**config.mk**
```make
export PLATFORM = sky130hd
export DESIGN_NAME = lcd_timing_out
export DESIGN_NICKNAME = d
export VERILOG_FILES = /design/src/rtl/lcd_timing_pkg.sv /design/src/rtl/edge_sync.sv /design/src/rtl/lcd_timing_out.sv
export SDC_FILE = /design/constraint.sdc
export NUM_CORES = 1
export LEC_CHECK = 0
export BUFFER_PORTS_ARGS = -buffer_cell sky130_fd_sc_hd__buf_2
export CAP_MARGIN = 20
export CORE_MARGIN = 2
export CORE_UTILIZATION = 50
export DETAILED_ROUTE_END_ITERATION = 10
export PLACE_DENSITY = 0.81
export SYNTH_ARGS = -nofsm -noshare
export SYNTH_HDL_FRONTEND = slang
export SYNTH_SLANG_ARGS = --single-unit
```
**constraint.sdc**
```tcl
create_clock -name clock_in -period 6.1 [get_ports clock_in]
set_input_delay 1.525 -clock clock_in [delete_from_list [all_inputs] [get_ports clock_in]]
set_output_delay 1.525 -clock clock_in [all_outputs]
set_load 0.05 [all_outputs]
```
**src/rtl/lcd_timing_pkg.sv**
```systemverilog
// lcd_timing_pkg: register map, reset values, field layout and carrier types
// for the panel timing block; shared by the block and its bench.
package lcd_timing_pkg;

   localparam int CNT_W = 12;

   // register byte addresses on the wishbone port
   localparam logic [7:0] ADDR_CTRL = 8'h00;
   localparam logic [7:0] ADDR_HTIME = 8'h04;
   localparam logic [7:0] ADDR_HPORCH = 8'h08;
   localparam logic [7:0] ADDR_VTIME = 8'h0c;
   localparam logic [7:0] ADDR_VPORCH = 8'h10;
   localparam logic [7:0] ADDR_BGCOL = 8'h14;
   localparam logic [7:0] ADDR_STATUS = 8'h18;

   // control register bit positions
   localparam int CTRL_EN = 0;
   localparam int CTRL_HPOL = 1;
   localparam int CTRL_VPOL = 2;
   localparam int CTRL_DEPOL = 3;
   localparam int CTRL_EDGE = 4;
   localparam int CTRL_FMT_LSB = 5;
   localparam int CTRL_ENDIAN = 7;
   localparam int CTRL_BGR = 8;
   localparam int CTRL_W = 9;
   localparam logic [CTRL_W-1:0] CTRL_RST = 9'h001;

   // timing registers pack two counts: low field and high field
   localparam int LO_LSB = 0;
   localparam int HI_LSB = 16;

   // status register fields
   localparam int STAT_LINE_LSB = 0;
   localparam int STAT_PIX_LSB = 16;
   localparam int STAT_VSYNC = 31;

   localparam logic [CNT_W-1:0] H_TOTAL_RST = 12'h400;
   localparam logic [CNT_W-1:0] H_ACTIVE_RST = 12'h320;
   localparam logic [CNT_W-1:0] H_BPORCH_RST = 12'h02e;
   localparam logic [CNT_W-1:0] H_SYNC_RST = 12'h014;
   localparam logic [CNT_W-1:0] V_TOTAL_RST = 12'h20d;
   localparam logic [CNT_W-1:0] V_ACTIVE_RST = 12'h1e0;
   localparam logic [CNT_W-1:0] V_BPORCH_RST = 12'h017;
   localparam logic [CNT_W-1:0] V_SYNC_RST = 12'h00a;

   localparam logic [7:0] BG_ALPHA_RST = 8'hff;
   localparam logic [7:0] BG_RED_RST = 8'h00;
   localparam logic [7:0] BG_GREEN_RST = 8'h00;
   localparam logic [7:0] BG_BLUE_RST = 8'h00;

   localparam logic [1:0] SERIAL_LAST = 2'h2;

   typedef enum logic [1:0] {
      FMT_RGB888,
      FMT_RGB666,
      FMT_RGB565,
      FMT_SERIAL8
   } fmt_t;

   typedef struct packed {
      logic [7:0] r;
      logic [7:0] g;
      logic [7:0] b;
   } rgb_t;

   typedef struct packed {
      logic [CNT_W-1:0] htot;
      logic [CNT_W-1:0] hact;
      logic [CNT_W-1:0] hbp;
      logic [CNT_W-1:0] hsw;
      logic [CNT_W-1:0] vtot;
      logic [CNT_W-1:0] vact;
      logic [CNT_W-1:0] vbp;
      logic [CNT_W-1:0] vsw;
   } timing_cfg_t;

endpackage : lcd_timing_pkg

```
**src/rtl/edge_sync.sv**
```systemverilog
// edge_sync: brings a foreign clock or level into clock_in's domain and
// reports its rising and falling edges as one-cycle pulses.
// assumes the input toggles slower than half the clock_in rate.
`timescale 1ns/1ns
module edge_sync (
   input wire logic clock_in,
   input wire logic rst_in,
   input wire logic async_in,
   output logic rise_out,
   output logic fall_out
);
   logic meta_q;
   logic sync_q;
   logic last_q;

   // meta_q is read only by sync_q
   always_ff @(posedge clock_in) begin
      if (rst_in) begin
         meta_q <= 1'b0;
         sync_q <= 1'b0;
         last_q <= 1'b0;
      end else begin
         meta_q <= async_in;
         sync_q <= meta_q;
         last_q <= sync_q;
      end
   end

   assign rise_out = sync_q & ~last_q;
   assign fall_out = ~sync_q & last_q;

endmodule : edge_sync

```
**src/rtl/lcd_timing_out.sv**
```systemverilog
// lcd_timing_out: panel line/frame timing generator and pixel formatter
// with a classic wishbone register port.
// assumes panel_clk_in is slower than a quarter of clock_in and that the
// pixel source holds pix_in until pix_ready_out takes it.
`timescale 1ns/1ns
// Overview of operation
// - each line lasts a set total of panel clocks, some carrying active video
// - horizontal back porch counts from line sync start, sync included
// - line sync asserted for a set number of panel clocks at line start
// - each frame holds a set total number of lines, default 525
// - active video on a set number of lines per frame, default 480
// - vertical back porch counts from first frame sync line, sync included
// - frame sync asserted for a set number of lines at frame start
// - line sync polarity selectable, low active by default
// - frame sync polarity selectable, low active by default
// - pixel format is RGB888, RGB666, RGB565 or 8-bit serial
// - pixel data order little or big endian, little by default
// - red and blue may swap, giving RGB or BGR order
// - data enable polarity selectable, high active by default
// - sync outputs follow rising or falling panel clock edge
// - background colour shown where no pixel is supplied
module lcd_timing_out
   import lcd_timing_pkg::*;
(
   input wire logic clock_in,
   input wire logic rst_in,
   input wire logic wb_cyc_in,
   input wire logic wb_stb_in,
   input wire logic wb_we_in,
   input wire logic [7:0] wb_adr_in,
   input wire logic [3:0] wb_sel_in,
   input wire logic [31:0] wb_dat_in,
   output logic [31:0] wb_dat_out,
   output logic wb_ack_out,
   input wire logic panel_clk_in,
   input wire rgb_t pix_in,
   input wire logic pix_valid_in,
   output logic pix_ready_out,
   output logic hsync_out,
   output logic vsync_out,
   output logic de_out,
   output logic [23:0] data_out
);

   logic [CTRL_W-1:0] ctrl_q;
   timing_cfg_t cfg_q;
   logic [31:0] bg_q;
   logic ack_q;
   logic [31:0] rdat_q;
   logic [CNT_W-1:0] hcnt_q;
   logic [CNT_W-1:0] vcnt_q;
   logic [1:0] phase_q;
   logic hsync_q;
   logic vsync_q;
   logic de_q;
   logic [23:0] data_q;
   logic pclk_rise;
   logic pclk_fall;
   logic step;
   logic enable;
   logic req;
   logic h_wrap;
   logic v_wrap;
   logic [CNT_W-1:0] nxt_h;
   logic [CNT_W-1:0] nxt_v;
   logic nxt_hact;
   logic nxt_vact;
   logic nxt_hs;
   logic nxt_vs;
   fmt_t fmt;
   rgb_t bg_rgb;
   rgb_t pix_sel;

   function automatic logic [31:0] apply_sel(input logic [31:0] old_v,
                                             input logic [31:0] new_v,
                                             input logic [3:0] sel);
      logic [31:0] r;
      r = old_v;
      for (int i = 0; i < 4; i++) begin
         if (sel[i]) begin
            r[8*i +: 8] = new_v[8*i +: 8];
         end
      end
      return r;
   endfunction : apply_sel

   // start <= cnt < start + len, summed one bit wider so it cannot wrap
   function automatic logic in_range(input logic [CNT_W-1:0] cnt,
                                     input logic [CNT_W-1:0] start,
                                     input logic [CNT_W-1:0] len);
      logic [CNT_W:0] stop;
      stop = {1'b0, start} + {1'b0, len};
      return (cnt >= start) && ({1'b0, cnt} < stop);
   endfunction : in_range

   function automatic logic [31:0] pack2(input logic [CNT_W-1:0] lo,
                                         input logic [CNT_W-1:0] hi);
      logic [31:0] r;
      r = 32'h0000_0000;
      r[LO_LSB +: CNT_W] = lo;
      r[HI_LSB +: CNT_W] = hi;
      return r;
   endfunction : pack2

   function automatic logic [23:0] fmt_pixel(input rgb_t p,
                                             input fmt_t f,
                                             input logic big,
                                             input logic bgr,
                                             input logic [1:0] ph);
      logic [7:0] first;
      logic [7:0] last;
      logic [15:0] w16;
      logic [1:0] idx;
      logic [23:0] w;
      first = bgr ? p.b : p.r;
      last = bgr ? p.r : p.b;
      w16 = {first[7:3], p.g[7:2], last[7:3]};
      idx = big ? 2'(SERIAL_LAST - ph) : ph;
      w = 24'h00_0000;
      case (f)
         FMT_RGB888: begin
            w = big ? {last, p.g, first} : {first, p.g, last};
         end
         FMT_RGB666: begin
            w = big ? {6'h00, last[7:2], p.g[7:2], first[7:2]}
                    : {6'h00, first[7:2], p.g[7:2], last[7:2]};
         end
         FMT_RGB565: begin
            w = big ? {8'h00, w16[7:0], w16[15:8]}
                    : {8'h00, w16};
         end
         FMT_SERIAL8: begin
            // one component per panel clock, order set by endianness
            case (idx)
               2'h0: w = {16'h0000, first};
               2'h1: w = {16'h0000, p.g};
               default: w = {16'h0000, last};
            endcase
         end
         default: w = 24'h00_0000;
      endcase
      return w;
   endfunction : fmt_pixel

   edge_sync pclk_sync (
      .clock_in(clock_in),
      .rst_in(rst_in),
      .async_in(panel_clk_in),
      .rise_out(pclk_rise),
      .fall_out(pclk_fall)
   );

   assign enable = ctrl_q[CTRL_EN];
   assign fmt = fmt_t'(ctrl_q[CTRL_FMT_LSB +: 2]);
   assign step = enable & (ctrl_q[CTRL_EDGE] ? pclk_fall : pclk_rise);
   assign bg_rgb = rgb_t'(bg_q[23:0]);
   assign pix_sel = pix_valid_in ? pix_in : bg_rgb;

   // wishbone slave: ack one cycle after the request, data at that edge
   assign req = wb_cyc_in & wb_stb_in;
   assign wb_ack_out = ack_q;
   assign wb_dat_out = rdat_q;

   always_ff @(posedge clock_in) begin
      if (rst_in) begin
         ack_q <= 1'b0;
      end else begin
         ack_q <= req & ~ack_q;
      end
   end

   always_ff @(posedge clock_in) begin
      if (rst_in) begin
         rdat_q <= 32'h0000_0000;
      end else if (req & ~ack_q) begin
         case (wb_adr_in)
            ADDR_CTRL: rdat_q <= {23'h00_0000, ctrl_q};
            ADDR_HTIME: rdat_q <= pack2(cfg_q.htot, cfg_q.hact);
            ADDR_HPORCH: rdat_q <= pack2(cfg_q.hbp, cfg_q.hsw);
            ADDR_VTIME: rdat_q <= pack2(cfg_q.vtot, cfg_q.vact);
            ADDR_VPORCH: rdat_q <= pack2(cfg_q.vbp, cfg_q.vsw);
            ADDR_BGCOL: rdat_q <= bg_q;
            ADDR_STATUS: begin
               rdat_q <= pack2(vcnt_q, hcnt_q)
                         | {in_range(vcnt_q, 12'h000, cfg_q.vsw), 31'h0};
            end
            default: rdat_q <= 32'h0000_0000;
         endcase
      end
   end

   // writes land at the edge where the master sees ack
   always_ff @(posedge clock_in) begin
      if (rst_in) begin
         ctrl_q <= CTRL_RST;
         cfg_q <= '{htot: H_TOTAL_RST, hact: H_ACTIVE_RST,
                    hbp: H_BPORCH_RST, hsw: H_SYNC_RST,
                    vtot: V_TOTAL_RST, vact: V_ACTIVE_RST,
                    vbp: V_BPORCH_RST, vsw: V_SYNC_RST};
         bg_q <= {BG_ALPHA_RST, BG_RED_RST, BG_GREEN_RST, BG_BLUE_RST};
      end else if (req & ack_q & wb_we_in) begin
         case (wb_adr_in)
            ADDR_CTRL: begin
               ctrl_q <= CTRL_W'(apply_sel({23'h00_0000, ctrl_q},
                                           wb_dat_in, wb_sel_in));
            end
            ADDR_HTIME: begin
               {cfg_q.hact, cfg_q.htot} <= unpack2(apply_sel(
                  pack2(cfg_q.htot, cfg_q.hact), wb_dat_in, wb_sel_in));
            end
            ADDR_HPORCH: begin
               {cfg_q.hsw, cfg_q.hbp} <= unpack2(apply_sel(
                  pack2(cfg_q.hbp, cfg_q.hsw), wb_dat_in, wb_sel_in));
            end
            ADDR_VTIME: begin
               {cfg_q.vact, cfg_q.vtot} <= unpack2(apply_sel(
                  pack2(cfg_q.vtot, cfg_q.vact), wb_dat_in, wb_sel_in));
            end
            ADDR_VPORCH: begin
               {cfg_q.vsw, cfg_q.vbp} <= unpack2(apply_sel(
                  pack2(cfg_q.vbp, cfg_q.vsw), wb_dat_in, wb_sel_in));
            end
            ADDR_BGCOL: bg_q <= apply_sel(bg_q, wb_dat_in, wb_sel_in);
            default: ;
         endcase
      end
   end

   function automatic logic [2*CNT_W-1:0] unpack2(input logic [31:0] v);
      return {v[HI_LSB +: CNT_W], v[LO_LSB +: CNT_W]};
   endfunction : unpack2

   // next position; >= guards against a total shrunk below the count
   always_comb begin
      h_wrap = ({1'b0, hcnt_q} + 13'h0001) >= {1'b0, cfg_q.htot};
      v_wrap = ({1'b0, vcnt_q} + 13'h0001) >= {1'b0, cfg_q.vtot};
      nxt_h = h_wrap ? 12'h000 : CNT_W'(hcnt_q + 12'h001);
      nxt_v = vcnt_q;
      if (h_wrap) begin
         nxt_v = v_wrap ? 12'h000 : CNT_W'(vcnt_q + 12'h001);
      end
      nxt_hs = in_range(nxt_h, 12'h000, cfg_q.hsw);
      nxt_vs = in_range(nxt_v, 12'h000, cfg_q.vsw);
      // porches count from sync start; the rest is front porch
      nxt_hact = in_range(nxt_h, cfg_q.hbp, cfg_q.hact);
      nxt_vact = in_range(nxt_v, cfg_q.vbp, cfg_q.vact);
   end

   // parked on the last position so the first step lands on (0,0)
   always_ff @(posedge clock_in) begin
      if (rst_in) begin
         hcnt_q <= H_TOTAL_RST - 12'h001;
         vcnt_q <= V_TOTAL_RST - 12'h001;
      end else if (!enable) begin
         hcnt_q <= CNT_W'(cfg_q.htot - 12'h001);
         vcnt_q <= CNT_W'(cfg_q.vtot - 12'h001);
      end else if (step) begin
         hcnt_q <= nxt_h;
         vcnt_q <= nxt_v;
      end
   end

   // region flags, true when active, kept apart from pin polarity
   always_ff @(posedge clock_in) begin
      if (rst_in) begin
         hsync_q <= 1'b0;
         vsync_q <= 1'b0;
         de_q <= 1'b0;
      end else if (!enable) begin
         hsync_q <= 1'b0;
         vsync_q <= 1'b0;
         de_q <= 1'b0;
      end else if (step) begin
         hsync_q <= nxt_hs;
         vsync_q <= nxt_vs;
         de_q <= nxt_hact & nxt_vact;
      end
   end

   // serial format spends three panel clocks on each pixel
   always_ff @(posedge clock_in) begin
      if (rst_in) begin
         phase_q <= 2'h0;
      end else if (!enable || fmt != FMT_SERIAL8) begin
         phase_q <= 2'h0;
      end else if (step && nxt_hact && nxt_vact) begin
         phase_q <= (phase_q == SERIAL_LAST) ? 2'h0 : 2'(phase_q + 2'h1);
      end else if (step) begin
         phase_q <= 2'h0;
      end
   end

   assign pix_ready_out = step & nxt_hact & nxt_vact
                          & (fmt != FMT_SERIAL8 || phase_q == SERIAL_LAST);

   // blanking drives zero so stale pixels never reach the panel
   always_ff @(posedge clock_in) begin
      if (rst_in) begin
         data_q <= 24'h00_0000;
      end else if (!enable) begin
         data_q <= 24'h00_0000;
      end else if (step) begin
         data_q <= (nxt_hact & nxt_vact)
                   ? fmt_pixel(pix_sel, fmt, ctrl_q[CTRL_ENDIAN],
                               ctrl_q[CTRL_BGR], phase_q)
                   : 24'h00_0000;
      end
   end

   // polarity applied last so a change takes effect at once
   assign hsync_out = hsync_q ~^ ctrl_q[CTRL_HPOL];
   assign vsync_out = vsync_q ~^ ctrl_q[CTRL_VPOL];
   assign de_out = de_q ^ ctrl_q[CTRL_DEPOL];
   assign data_out = data_q;

   chk_line_wrap: assert property (
      @(posedge clock_in) disable iff (rst_in)
      step && ({1'b0, hcnt_q} + 13'h0001) >= {1'b0, cfg_q.htot}
      |=> hcnt_q == 12'h000)
      else $error("line counter did not wrap at line total");

   chk_hsync_start: assert property (
      @(posedge clock_in) disable iff (rst_in)
      step && h_wrap && cfg_q.hsw != 12'h000 && $stable(ctrl_q)
      |=> hsync_out == ctrl_q[CTRL_HPOL])
      else $error("line sync not active at line start");

   chk_hsync_end: assert property (
      @(posedge clock_in) disable iff (rst_in)
      enable && hcnt_q >= cfg_q.hsw ##0 $stable(hcnt_q) |-> !hsync_q)
      else $error("line sync active past its width");

   chk_frame_wrap: assert property (
      @(posedge clock_in) disable iff (rst_in)
      step && h_wrap && v_wrap |=> vcnt_q == 12'h000 && hcnt_q == 12'h000)
      else $error("frame counter did not wrap at frame total");

   chk_vsync_lines: assert property (
      @(posedge clock_in) disable iff (rst_in)
      enable && $stable(vcnt_q) && $stable(ctrl_q)
      |-> (vsync_out == ctrl_q[CTRL_VPOL]) == (vcnt_q < cfg_q.vsw))
      else $error("frame sync level disagrees with line count");

   chk_de_region: assert property (
      @(posedge clock_in) disable iff (rst_in)
      de_q |-> hcnt_q >= cfg_q.hbp && vcnt_q >= cfg_q.vbp)
      else $error("data enable outside active region");

   chk_front_porch: assert property (
      @(posedge clock_in) disable iff (rst_in)
      enable && ({1'b0, vcnt_q} >= {1'b0, cfg_q.vbp} + {1'b0, cfg_q.vact})
      |-> !de_q)
      else $error("data enable in vertical front porch");

   chk_step_edge: assert property (
      @(posedge clock_in) disable iff (rst_in)
      step |-> (ctrl_q[CTRL_EDGE] ? pclk_fall : pclk_rise))
      else $error("timing advanced on the wrong panel edge");

   chk_de_polarity: assert property (
      @(posedge clock_in) disable iff (rst_in)
      !enable ##1 !enable |-> de_out == ctrl_q[CTRL_DEPOL])
      else $error("data enable not idle at its inactive level");

   chk_narrow_fmt: assert property (
      @(posedge clock_in) disable iff (rst_in)
      step && fmt == FMT_RGB565 && $stable(ctrl_q) |=> data_q[23:16] == 8'h00)
      else $error("high bits driven in 16-bit format");

   chk_bus_ack: assert property (
      @(posedge clock_in) disable iff (rst_in)
      req && !ack_q |=> ack_q ##1 !ack_q)
      else $error("bus ack not a single cycle after request");

endmodule : lcd_timing_out

```
# --- After elaboration in Yosys (flattened, before gate mapping) ---
# Index checks and enable logic that the tools add are counted.
totals:
  elab_cells: 148
  ff_bits: 226
classes:
  bitwise: 19
  mux: 22
  n_reduce_logical: 38
  n_lt_le_gt_ge: 12
  add_sub_neg: 10
  eq_ne: 13
op_table:
  columns: ["op", "n"]
  rows:
  - ["$pmux W32 S7", 1]
  - ["$pmux W24 S4", 1]
  - ["$mux W12", 7]
  - ["$mux W24", 3]
  - ["$reduce_and A3 Y1", 22]
  - ["$ge A12 B1 Y1 const B", 3]
  - ["$lt A12 B12 Y1", 3]
  - ["$or A28 B32 Y32", 1]
  - ["$add A12 B1 Y13 const B", 2]
  - ["$add A12 B12 Y13", 2]
  - ["$ge A13 B12 Y1", 2]
  - ["$lt A12 B13 Y1", 2]
  - ["$add A12 B1 Y12 const B", 2]
  - ["$eq A8 B5 Y1 const B", 3]
  - ["$ge A12 B12 Y1", 2]
  - ["$sub A12 B1 Y12 const B", 2]
  - ["$mux W18", 1]
  - ["$eq A8 B4 Y1 const B", 2]
  - ["$mux W16", 1]
  - ["$mux W8", 2]
  - ["$pmux W8 S2", 1]
  - ["$and A1 B1 Y1", 11]
  - ["$eq A8 B3 Y1 const B", 1]
  - ["$logic_not A8 Y1", 1]
  - ["17 further kinds", 36]

# --- Depth between registers and ports, before layout ---
# Gate-level depths: netlist (run 1).
logic_depth:
  ltp_word: 8
  mapped_depth: 25

# --- Modules after synthesis ---
# Synthesis (run 1) repeated with hierarchy kept, for this count alone.
hier_totals:
  hier_cells: 1938
  hier_area_um2: 15124.5
by_module_without_submodules:
  columns: ["module", "cells_per_inst", "area_per_inst_um2", "seq_area_each_um2", "n_inst"]
  rows:
  - ["lcd_timing_out", 1930, 15033.2, 4464.3, 1]
  - ["edge_sync", 8, 91.3, 60.1, 1]

# --- Least setup slack after synthesis (run 1) ---
# No wires, ideal clock.
synth_path:
  kind: "register to output"
  from: "register vcnt_q[0]"
  to: "output pix_ready_out"
  path_stages_with_launch: 25
  path_slack_ns: -1.059
  arrival_time_ns: 5.634
  path_buffers: 3
  cell_sequence: "dfxtp_1 > ha_1 > and3_1 > buf_2 > nand3_1 > nor2_1 > xor2_1 > ha_1 > a21o_1 > a21oi_1 > o211ai_1 > or2_2 > clkbuf_1 > nand2b_1 > o21ai_0 > ha_1 > a21o_1 > a21o_1 > a21oi_1 > and2_1 > o211ai_1 > a221oi_2 > o21ai_4 > buf_4 > nor3_1"
synth_via:
  elab_chain_len: 8
  elab_cells_between_ends: 10
synth_lines:
  columns: ["element", "line_no", "text"]
  rows:
  - ["from (decl)", "lcd_timing_out.sv:51", "logic [CNT_W-1:0] vcnt_q;"]
  - ["from (signal assigned)", "lcd_timing_out.sv:253", "vcnt_q <= V_TOTAL_RST - 12'h001;"]
  - ["from (signal assigned)", "lcd_timing_out.sv:256", "vcnt_q <= CNT_W'(cfg_q.vtot - 12'h001);"]
  - ["from (signal assigned)", "lcd_timing_out.sv:259", "vcnt_q <= nxt_v;"]
  - ["$add A12 B1 Y13", "lcd_timing_out.sv:236", "v_wrap = ({1'b0, vcnt_q} + 13'h0001) >= {1'b0, cfg_q.vtot};"]
  - ["$ge A13 B12 Y1", "lcd_timing_out.sv:236", null]
  - ["$mux W12", "lcd_timing_out.sv:240", "nxt_v = v_wrap ? 12'h000 : CNT_W'(vcnt_q + 12'h001);"]
  - ["$mux W12 (*)", "lcd_timing_out.sv:239", "if (h_wrap) begin"]
  - ["$lt A12 B13 Y1 or $ge A12 B12 Y1 (tied branches)", "lcd_timing_out.sv:93", "return (cnt >= start) && ({1'b0, cnt} < stop);"]
  - ["$logic_and A1 B1 Y1 (*)", "lcd_timing_out.sv:93", null]
  - ["$and A1 B1 Y1 (*)", "lcd_timing_out.sv:293", "assign pix_ready_out = step & nxt_hact & nxt_vact"]
  - ["$and A1 B1 Y1 (*)", "lcd_timing_out.sv:294", "& (fmt != FMT_SERIAL8 || phase_q == SERIAL_LAST);"]
  - ["to (decl)", "lcd_timing_out.sv:38", "output logic pix_ready_out,"]
# Mark *: on every way between the ends. The rest lies on a longest branch, timed or not.

# --- Worst setup path in the final report (run 1) ---
layout_path:
  from: "register hcnt_q[3]"
  to: "output pix_ready_out"
layout_via:
  elab_chain_len: 8
  elab_cells_between_ends: 14
layout_lines:
  columns: ["element", "line_no", "text"]
  rows:
  - ["from (decl)", "lcd_timing_out.sv:50", "logic [CNT_W-1:0] hcnt_q;"]
  - ["from (signal assigned)", "lcd_timing_out.sv:252", "hcnt_q <= H_TOTAL_RST - 12'h001;"]
  - ["from (signal assigned)", "lcd_timing_out.sv:255", "hcnt_q <= CNT_W'(cfg_q.htot - 12'h001);"]
  - ["from (signal assigned)", "lcd_timing_out.sv:258", "hcnt_q <= nxt_h;"]
  - ["$add A12 B1 Y13", "lcd_timing_out.sv:235", "h_wrap = ({1'b0, hcnt_q} + 13'h0001) >= {1'b0, cfg_q.htot};"]
  - ["$ge A13 B12 Y1", "lcd_timing_out.sv:235", null]
  - ["$mux W12", "lcd_timing_out.sv:237", "nxt_h = h_wrap ? 12'h000 : CNT_W'(hcnt_q + 12'h001);"]
  - ["$lt A12 B13 Y1 or $ge A12 B12 Y1 (tied branches)", "lcd_timing_out.sv:93", null]
  - ["$logic_and A1 B1 Y1", "lcd_timing_out.sv:93", null]
  - ["$and A1 B1 Y1", "lcd_timing_out.sv:293", null]
  - ["$and A1 B1 Y1 (*)", "lcd_timing_out.sv:293", null]
  - ["$and A1 B1 Y1 (*)", "lcd_timing_out.sv:294", null]
# Marked as above.

==> results.json, run 1 <==
{
  "cts_hold_buffers": 0,
  "hp-class": "reg -> reg",
  "die_y_um": 177.9,
  "reg2reg_from": "hcnt_q[3]",
  "finalCriticalPeriod_ns": 6.374,
  "routed_wl_um": 58110,
  "top_level_ports": 136,
  "reg2reg_to": "vcnt_q[2]",
  "dieArea_um2": 31650,
  "n_antenna_cell": 0,
  "worst_setup_path_start_kind": "flip-flop",
  "die_w_um": 177.9,
  "hold_viol_final": 0,
  "grt_remaining_overflow": 0,
  "drc": 0,
  "netlist-cell-type-count": 80,
  "ys_warn_count": 0,
  "timing.fmax_ghz": 0.1569,
  "clock_sinks": 226,
  "start_util_pct": 50.89,
  "cts_tree": "yes",
  "power.leakage_nw": 7.408,
  "root_buffer": "clkbuf_16",
  "io_buffers": 135,
  "wl_per_cell_um": 23.14,
  "pwr_density_cell_nw_per_um2": 241.0,
  "clkLatencyLatePin_ns": 0.55,
  "cp-startpoint": "hcnt_q[3]",
  "ir_drop_mv": 0.2115,
  "synthTopCellsByArea": "dfxtp_1, ha_1, nand2_1",
  "gp_congestion": 1.019,
  "grt_pass1_wl_um": 87690,
  "crit_path_frequent_cell": "and3_4",
  "rsz0062_at_grt": "true",
  "slowest_delay_ns": 0.34,
  "clk_pin_slew_ns": 0.07,
  "postRouteAntennaNets": 0,
  "htree_levels": 1,
  "core.rowCount": 63,
  "syn_avg_cell_area_um2": 7.897,
  "layout-drive-gt1-share_pct": 23.01,
  "drt-initial-drc-count": 2059,
  "clk_path_buf_depth": 3,
  "drv_slew": 0,
  "final_util_pct": 62.21,
  "ys.flop_type": "dfxtp_1",
  "nets": 2310,
  "grt_pass1_vias": 15140,
  "synth_top_area_share_pct": 29.92,
  "ys_seq_area_share_pct": 29.92,
  "dr.pass1.iters": 7,
  "core_area_um2": 29720,
  "grt_antenna_before_repair": 0,
  "grt_usage_pct": 35.82,
  "ys_ff_latch": 226,
  "critPathRequiredTime_ns": 4.58,
  "num-fill-cells": 2472,
  "post-synth-top-area-cell": "dfxtp_1",
  "cp_slowest_cell": "ha_2",
  "critPathKind": "reg -> out",
  "postSynthCellCount": 1915,
  "hold_slack_ns": 0.4443,
  "async_flop_share_pct": 0,
  "cp_max_fo": 4,
  "cap_violations": 0,
  "cp_data_arrival_time_ns": 4.85,
  "syn-num-nets": 2121,
  "synth_area_um2": 15120,
  "reg2reg_slack_ns": 0.25,
  "critPathCapture": "pix_ready_out",
  "status": "finished, violations left",
  "num_vias": 16180,
  "synth_commonest_cells": "nand2_1, dfxtp_1, a21oi_1",
  "dpl_cell_area_um2": 16560,
  "end_kind": "primary output",
  "timing.final.ws_setup_ns": -0.2744,
  "area_delta_synth_final_pct": 22.26,
  "violations": "negative setup slack",
  "numCtsBuffers": 25,
  "synth_edf_count": 0,
  "fin_crit_sh_pct": 104.5,
  "grt_max_degree": 132,
  "synth_most_common_cell": "nand2_1",
  "setup_viol": 1,
  "slew_headroom_pct": 27.46,
  "fin_area_um2": 18490,
  "dpl.hpwl_um": 42330,
  "via_per_inst": 6.444,
  "reg2reg_depth": 42,
  "tightestPinTransition_ns": 1.085,
  "path_cells": "and3_4, and3_4, and3_4, xnor2_4, inv_2, ha_4, a21o_1, a21o_1, a31oi_4, o21a_4, buf_6, nor2_4, buf_4, a22o_4, ha_2, nand2_1, nand2_1, buf_4, a21oi_2, nor2_1, o311ai_4, o21ai_4, nor3_4, buf_6",
  "finClkSkew_ns": 0.02060
}
## kinds of logic after synthesis
kind of cell | after synthesis | share of synthesized area (%)
compound gates | 547 | 24.57
fa+ha+maj | 131 | 10.94
mux | 51 | 4.551
flops | 226 | 29.92
xor+xnor | 60 | 3.525
simple gates | 687 | 20.94
buf+inv | 213 | 5.560
## layout by cell type, fill, tap and decap left out, types with 19 or more instances in the layout
master and instances:
nand2_1 298, o31ai_2 19, nand3b_1 23, a22oi_1 66, xor2_1 19, mux2i_1 20
a21o_1 33, nor2_1 99, nand3_1 120, nand2b_1 19, buf_2 133, a31oi_1 35
o21ai_0 40, xnor2_1 31, a211o_1 19, a21oi_1 184, clkbuf_16 26, ha_1 116
buf_4 129, dfxtp_1 215, inv_1 92
## critical path, delay by kind of cell (launching register included)
family,cells,cell delay (ns)
compound gates,8,1.54
buf+inv,5,0.64
xor+xnor,1,0.12
fa+ha+maj,2,0.55
flops,1,0.33
simple gates,8,1.14
## metrics by stage
step           std cells  worst slack [ns]  setup TNS [ns]  total power (W)
6_report            2511           -0.2744         -0.2744         0.004456
3_5_place_dp        2399          -0.02755        -0.02755         0.002455
2_1_floorplan       1915          0.005260               0         0.002200
3_3_place_gp        2398           0.07151               0         0.002430
4_1_cts             2498           -0.1931         -0.1931         0.004275
5_1_grt             2511           -0.3906         -0.3906         0.004591
## power breakdown
part / leakage [nW] / switching [W] / total (W) / internal (W)
sequential: 1.82 / 0.0000122 / 0.00150 / 0.00149
combinational: 5.17 / 0.000731 / 0.00138 / 0.000647
clock: 0.414 / 0.000668 / 0.00158 / 0.000909
## layer usage
metal	part of all wire (%)	global-route usage [%]
met5	0	0
met4	6.4	19.71
met3	12	7.434
met2	43	54.15
met1	39	47.59
## flip-flops by register name, indices dropped and copies added (netlist names)
signal,cells
de_q,1
wb_dat_out,32
hcnt_q,12
wb_ack_out,1
pclk_sync.last_q,1
bg_q,32
ctrl_q,9
pclk_sync.meta_q,1
cfg_q,96
hsync_q,1
vcnt_q,12
pclk_sync.sync_q,1
phase_q,2
vsync_q,1
data_out,24
## worst min path at each step
stage,depth (start not counted),end,slack [ns],startpoint
5_1_grt,1,pclk_sync.sync_q,0.47,pclk_sync.meta_q
3_5_place_dp,2,data_out[21],0.44,data_out[21]
4_1_cts,1,pclk_sync.sync_q,0.45,pclk_sync.meta_q
2_1_floorplan,1,pclk_sync.sync_q,0.41,pclk_sync.meta_q
3_3_place_gp,2,data_out[2],0.43,data_out[2]
6_report,1,pclk_sync.sync_q,0.44,pclk_sync.meta_q
## layout make-up
class                           count  area [um^2]  share of cell area [%]
Clock buffer                       30        705.7                   3.817
Clock inverter                     14        135.1                  0.7309
Inverter                           93        349.1                   1.888
Multi-Input combinational cell   1476        10380                   56.15
Sequential cell                   226         4551                   24.61
Tap cell                          390        488.0                   2.639
Timing Repair Buffer              282         1879                   10.17
## timing repair
item	in CTS	in global routing
pin swaps	26	54
endpoints found under the setup margin	1	2
gates resized for setup	50	63
buffers inserted	55	18
No activity file was read; power rests on OpenSTA's default activity.
==> inputs of run 2 (changes only) <==
--- a/config.mk
+++ b/config.mk
@@ -5,6 +5,7 @@
 export SDC_FILE = /design/constraint.sdc
 export NUM_CORES = 1
 export LEC_CHECK = 0
+export ABC_AREA = 1
 export BUFFER_PORTS_ARGS = -buffer_cell sky130_fd_sc_hd__buf_2
 export CAP_MARGIN = 20
 export CORE_MARGIN = 2
==> results.json, run 2 <==
{
  "synth_commonest_cells": "nand2_1, inv_1, a21oi_1",
  "critPathRequiredTime_ns": 4.58,
  "drc": 0,
  "postRouteAntennaNets": 0,
  "cp_max_fo": 6,
  "dpl.hpwl_um": 48230,
  "top_level_ports": 136,
  "grt_usage_pct": 39.71,
  "ir_drop_mv": 0.2252,
  "numCtsBuffers": 26,
  "dp_slack_ns": -0.1708,
  "violations": "negative setup slack",
  "synth_top_family_by_area": "compound AO/OA/AOI/OAI gates",
  "layout-drive-gt1-share_pct": 19.12,
  "clk_pin_slew_ns": 0.06,
  "largest_register_ffs": 96,
  "syn_avg_cell_area_um2": 6.986,
  "nets": 2547,
  "htree_levels": 1,
  "syn-num-nets": 2313,
  "dieArea_um2": 30830,
  "root_buffer": "clkbuf_16",
  "finalNonFillerCells": 2743,
  "cp_data_arrival_time_ns": 4.96,
  "hold_viol_final": 0,
  "reg2reg_depth": 53,
  "dr.pass1.iters": 8,
  "reg2reg_from": "hcnt_q[0]",
  "num-fill-cells": 2680,
  "grt_remaining_overflow": 0,
  "slowest_delay_ns": 0.34,
  "gp_congestion": 1.070,
  "top_layer_used": "met5",
  "rsz0062_at_grt": "true",
  "wl_met2_um": 27120,
  "finClkSkew_ns": 0.02218,
  "status": "finished, violations left",
  "clkLatencyLatePin_ns": 0.56,
  "grt_antenna_before_repair": 4,
  "timing.final.ws_setup_ns": -0.3878,
  "place_inst": 2643,
  "synth.area.mux_share_pct": 0.4080,
  "hold_start": "pclk_sync.meta_q",
  "fin_crit_sh_pct": 106.4,
  "area_delta_synth_final_pct": 22.60,
  "ys_warn_count": 0,
  "clockPowerShare_pct": 37.1,
  "pwr_density_cell_nw_per_um2": 250.3,
  "synth_top_area_share_pct": 30.74,
  "grt_max_degree": 62,
  "top_register": "cfg_q",
  "power_frac_seq_pct": 33.3,
  "num_vias": 16820,
  "yosys.area_share.simple_pct": 20.34,
  "netlist-cell-type-count": 57,
  "reg2reg_slack_ns": -0.24,
  "holdPathStages": 2,
  "cp_num_buf_inv": 12,
  "core_area_um2": 28860,
  "synth_area_um2": 14720,
  "synth_edf_count": 0,
  "ys_ff_latch": 226,
  "worst_setup_path_start_kind": "flip-flop",
  "hp-class": "reg -> reg",
  "power.net_switching_w": 0.001456,
  "final_util_pct": 62.54,
  "cp_slowest_cell": "dfxtp_2",
  "swShare_pct": 32.23,
  "critPathKind": "reg -> out",
  "reg2reg_to": "vcnt_q[2]",
  "via_per_inst": 6.133,
  "async_flop_share_pct": 0,
  "synthTopCellsByArea": "dfxtp_1, ha_1, nand2_1",
  "layout_commonest_cell": "nand2_1",
  "core.rowCount": 62,
  "power.leakage_nw": 8.138,
  "end_kind": "primary output",
  "cp-startpoint": "hcnt_q[0]",
  "clock_sinks": 226,
  "cap_violations": 0,
  "met3WireLength_um": 7151,
  "wl_per_cell_um": 23.04,
  "tightestPinTransition_ns": 0.8961,
  "hold_end": "pclk_sync.sync_q",
  "path_delay_family": "simple AND/OR/NAND/NOR gates",
  "drv_slew": 0,
  "synth_xor_area_share_pct": 2.728,
  "final_cell_mix": "nand2_1, inv_1, a21oi_1",
  "n_antenna_cell": 0,
  "ys.flop_type": "dfxtp_1",
  "die_w_um": 175.6,
  "postSynthCellCount": 2107,
  "synth_most_common_cell": "nand2_1",
  "start_util_pct": 51.01,
  "p_int_w": 0.003062,
  "routed_wl_um": 63200,
  "synth_compound_area_share_pct": 24.56,
  "ys_seq_area_share_pct": 30.74,
  "wl_met1_um": 24720,
  "post-synth-top-area-cell": "dfxtp_1",
  "finalCriticalPeriod_ns": 6.488,
  "power_frac_comb_pct": 29.6,
  "crit_path_frequent_cell": "nand2_1",
  "timing.fmax_ghz": 0.1541,
  "setup_viol": 2,
  "die_y_um": 175.6,
  "slew_headroom_pct": 39.63,
  "cts_tree": "yes",
  "synthAdderAreaFrac_pct": 11.24,
  "grt_pass1_wl_um": 93430,
  "grt_pass1_vias": 15530,
  "drt-initial-drc-count": 2135,
  "io_buffers": 135,
  "clk_path_buf_depth": 3
}
-- run 2: cell count changes in the layout (fill, tap and decap cells not counted), moves of 29 or more --
cell / delta
nand2_1: +84
o22ai_1: +41
inv_1: +175
a21oi_1: +43
o21ai_0: +144
a21o_1: -29
nand3_1: -75
nor2_1: +46
a22oi_1: -61
nand4_1: +32
-- run 2: worst max path at each step --
| stage | cells after the start | endpoint | slack (ns) |
|---|---|---|---|
| finish | 37 | pix_ready_out | -0.39 |
| CTS | 35 | pix_ready_out | -0.27 |
| detailed placement | 33 | pix_ready_out | -0.17 |
| global placement | 38 | pix_ready_out | -0.009 |
| global route | 37 | pix_ready_out | -0.58 |
| floorplan | 39 | pix_ready_out | 0.03 |
-- run 2: per-stage QoR --
step                hold WS [ns]  cell area [um^2]   TNS [ns]  power (W)
floorplan                 0.3883             14720          0   0.002113
global placement          0.3923             16270  -0.008724   0.002481
detailed placement        0.3968             16280    -0.1708   0.002504
CTS                       0.4066             17660    -0.5091   0.004342
global route              0.4263             18050    -0.9715   0.004656
finish                    0.4030             18050    -0.6250   0.004517
-- run 2: repair_timing --
item	in CTS	in global routing
resized for setup	42	79
endpoints found under the setup margin	1	2
pin swaps	24	51
setup buffers	43	14
hold buffers	0	0
-- run 2: power groups by stage --
stage	Combinational, W	Clock [W]	Sequential (W)
final	0.00134	0.00168	0.00150
after CTS	0.00116	0.00168	0.00150
after global placement	0.000946	0	0.00154
after detailed placement	0.000968	0	0.00154
after global routing	0.00142	0.00173	0.00151
after floorplan	0.000566	0	0.00155
-- run 2: area by class of cell --
class	count	area, um^2	share of cell area, %
timing repair buffer	286	1878	10.41
tap	384	480.5	2.662
inverter	298	1132	6.274
sequential	226	4532	25.11
multi-input combinational	1503	9124	50.55
clock inverter	11	145.1	0.8042
clock buffer	35	755.7	4.187
-- run 2: worst register-to-register path: cells and delay by family (launching register included) --
| kind | cells | cell delay (ns) |
|---|---|---|
| buf+inv | 38 | 4.08 |
| simple gates | 10 | 1.10 |
| flops | 1 | 0.34 |
| fa+ha+maj | 1 | 0.12 |
| compound gates | 4 | 0.52 |
-- run 2: logic make-up (layout without fill, tap and decap cells) --
logic type | count (synthesis) | after routing
AND/OR/NAND/NOR | 701 | 701
AO/OA/AOI/OAI | 620 | 620
buffers and inverters | 378 | 630
flip-flops | 226 | 226
adder cells (fa/ha/maj) | 131 | 131
XOR/XNOR | 45 | 45
multiplexers | 6 | 6
-- run 2: layer usage --
metal	vias to the layer above	global-route usage [%]
met1	7794	52.21
li1	7651	-
met2	1131	60.76
met3	244	7.965
met4	2	22.59
met5	-	0
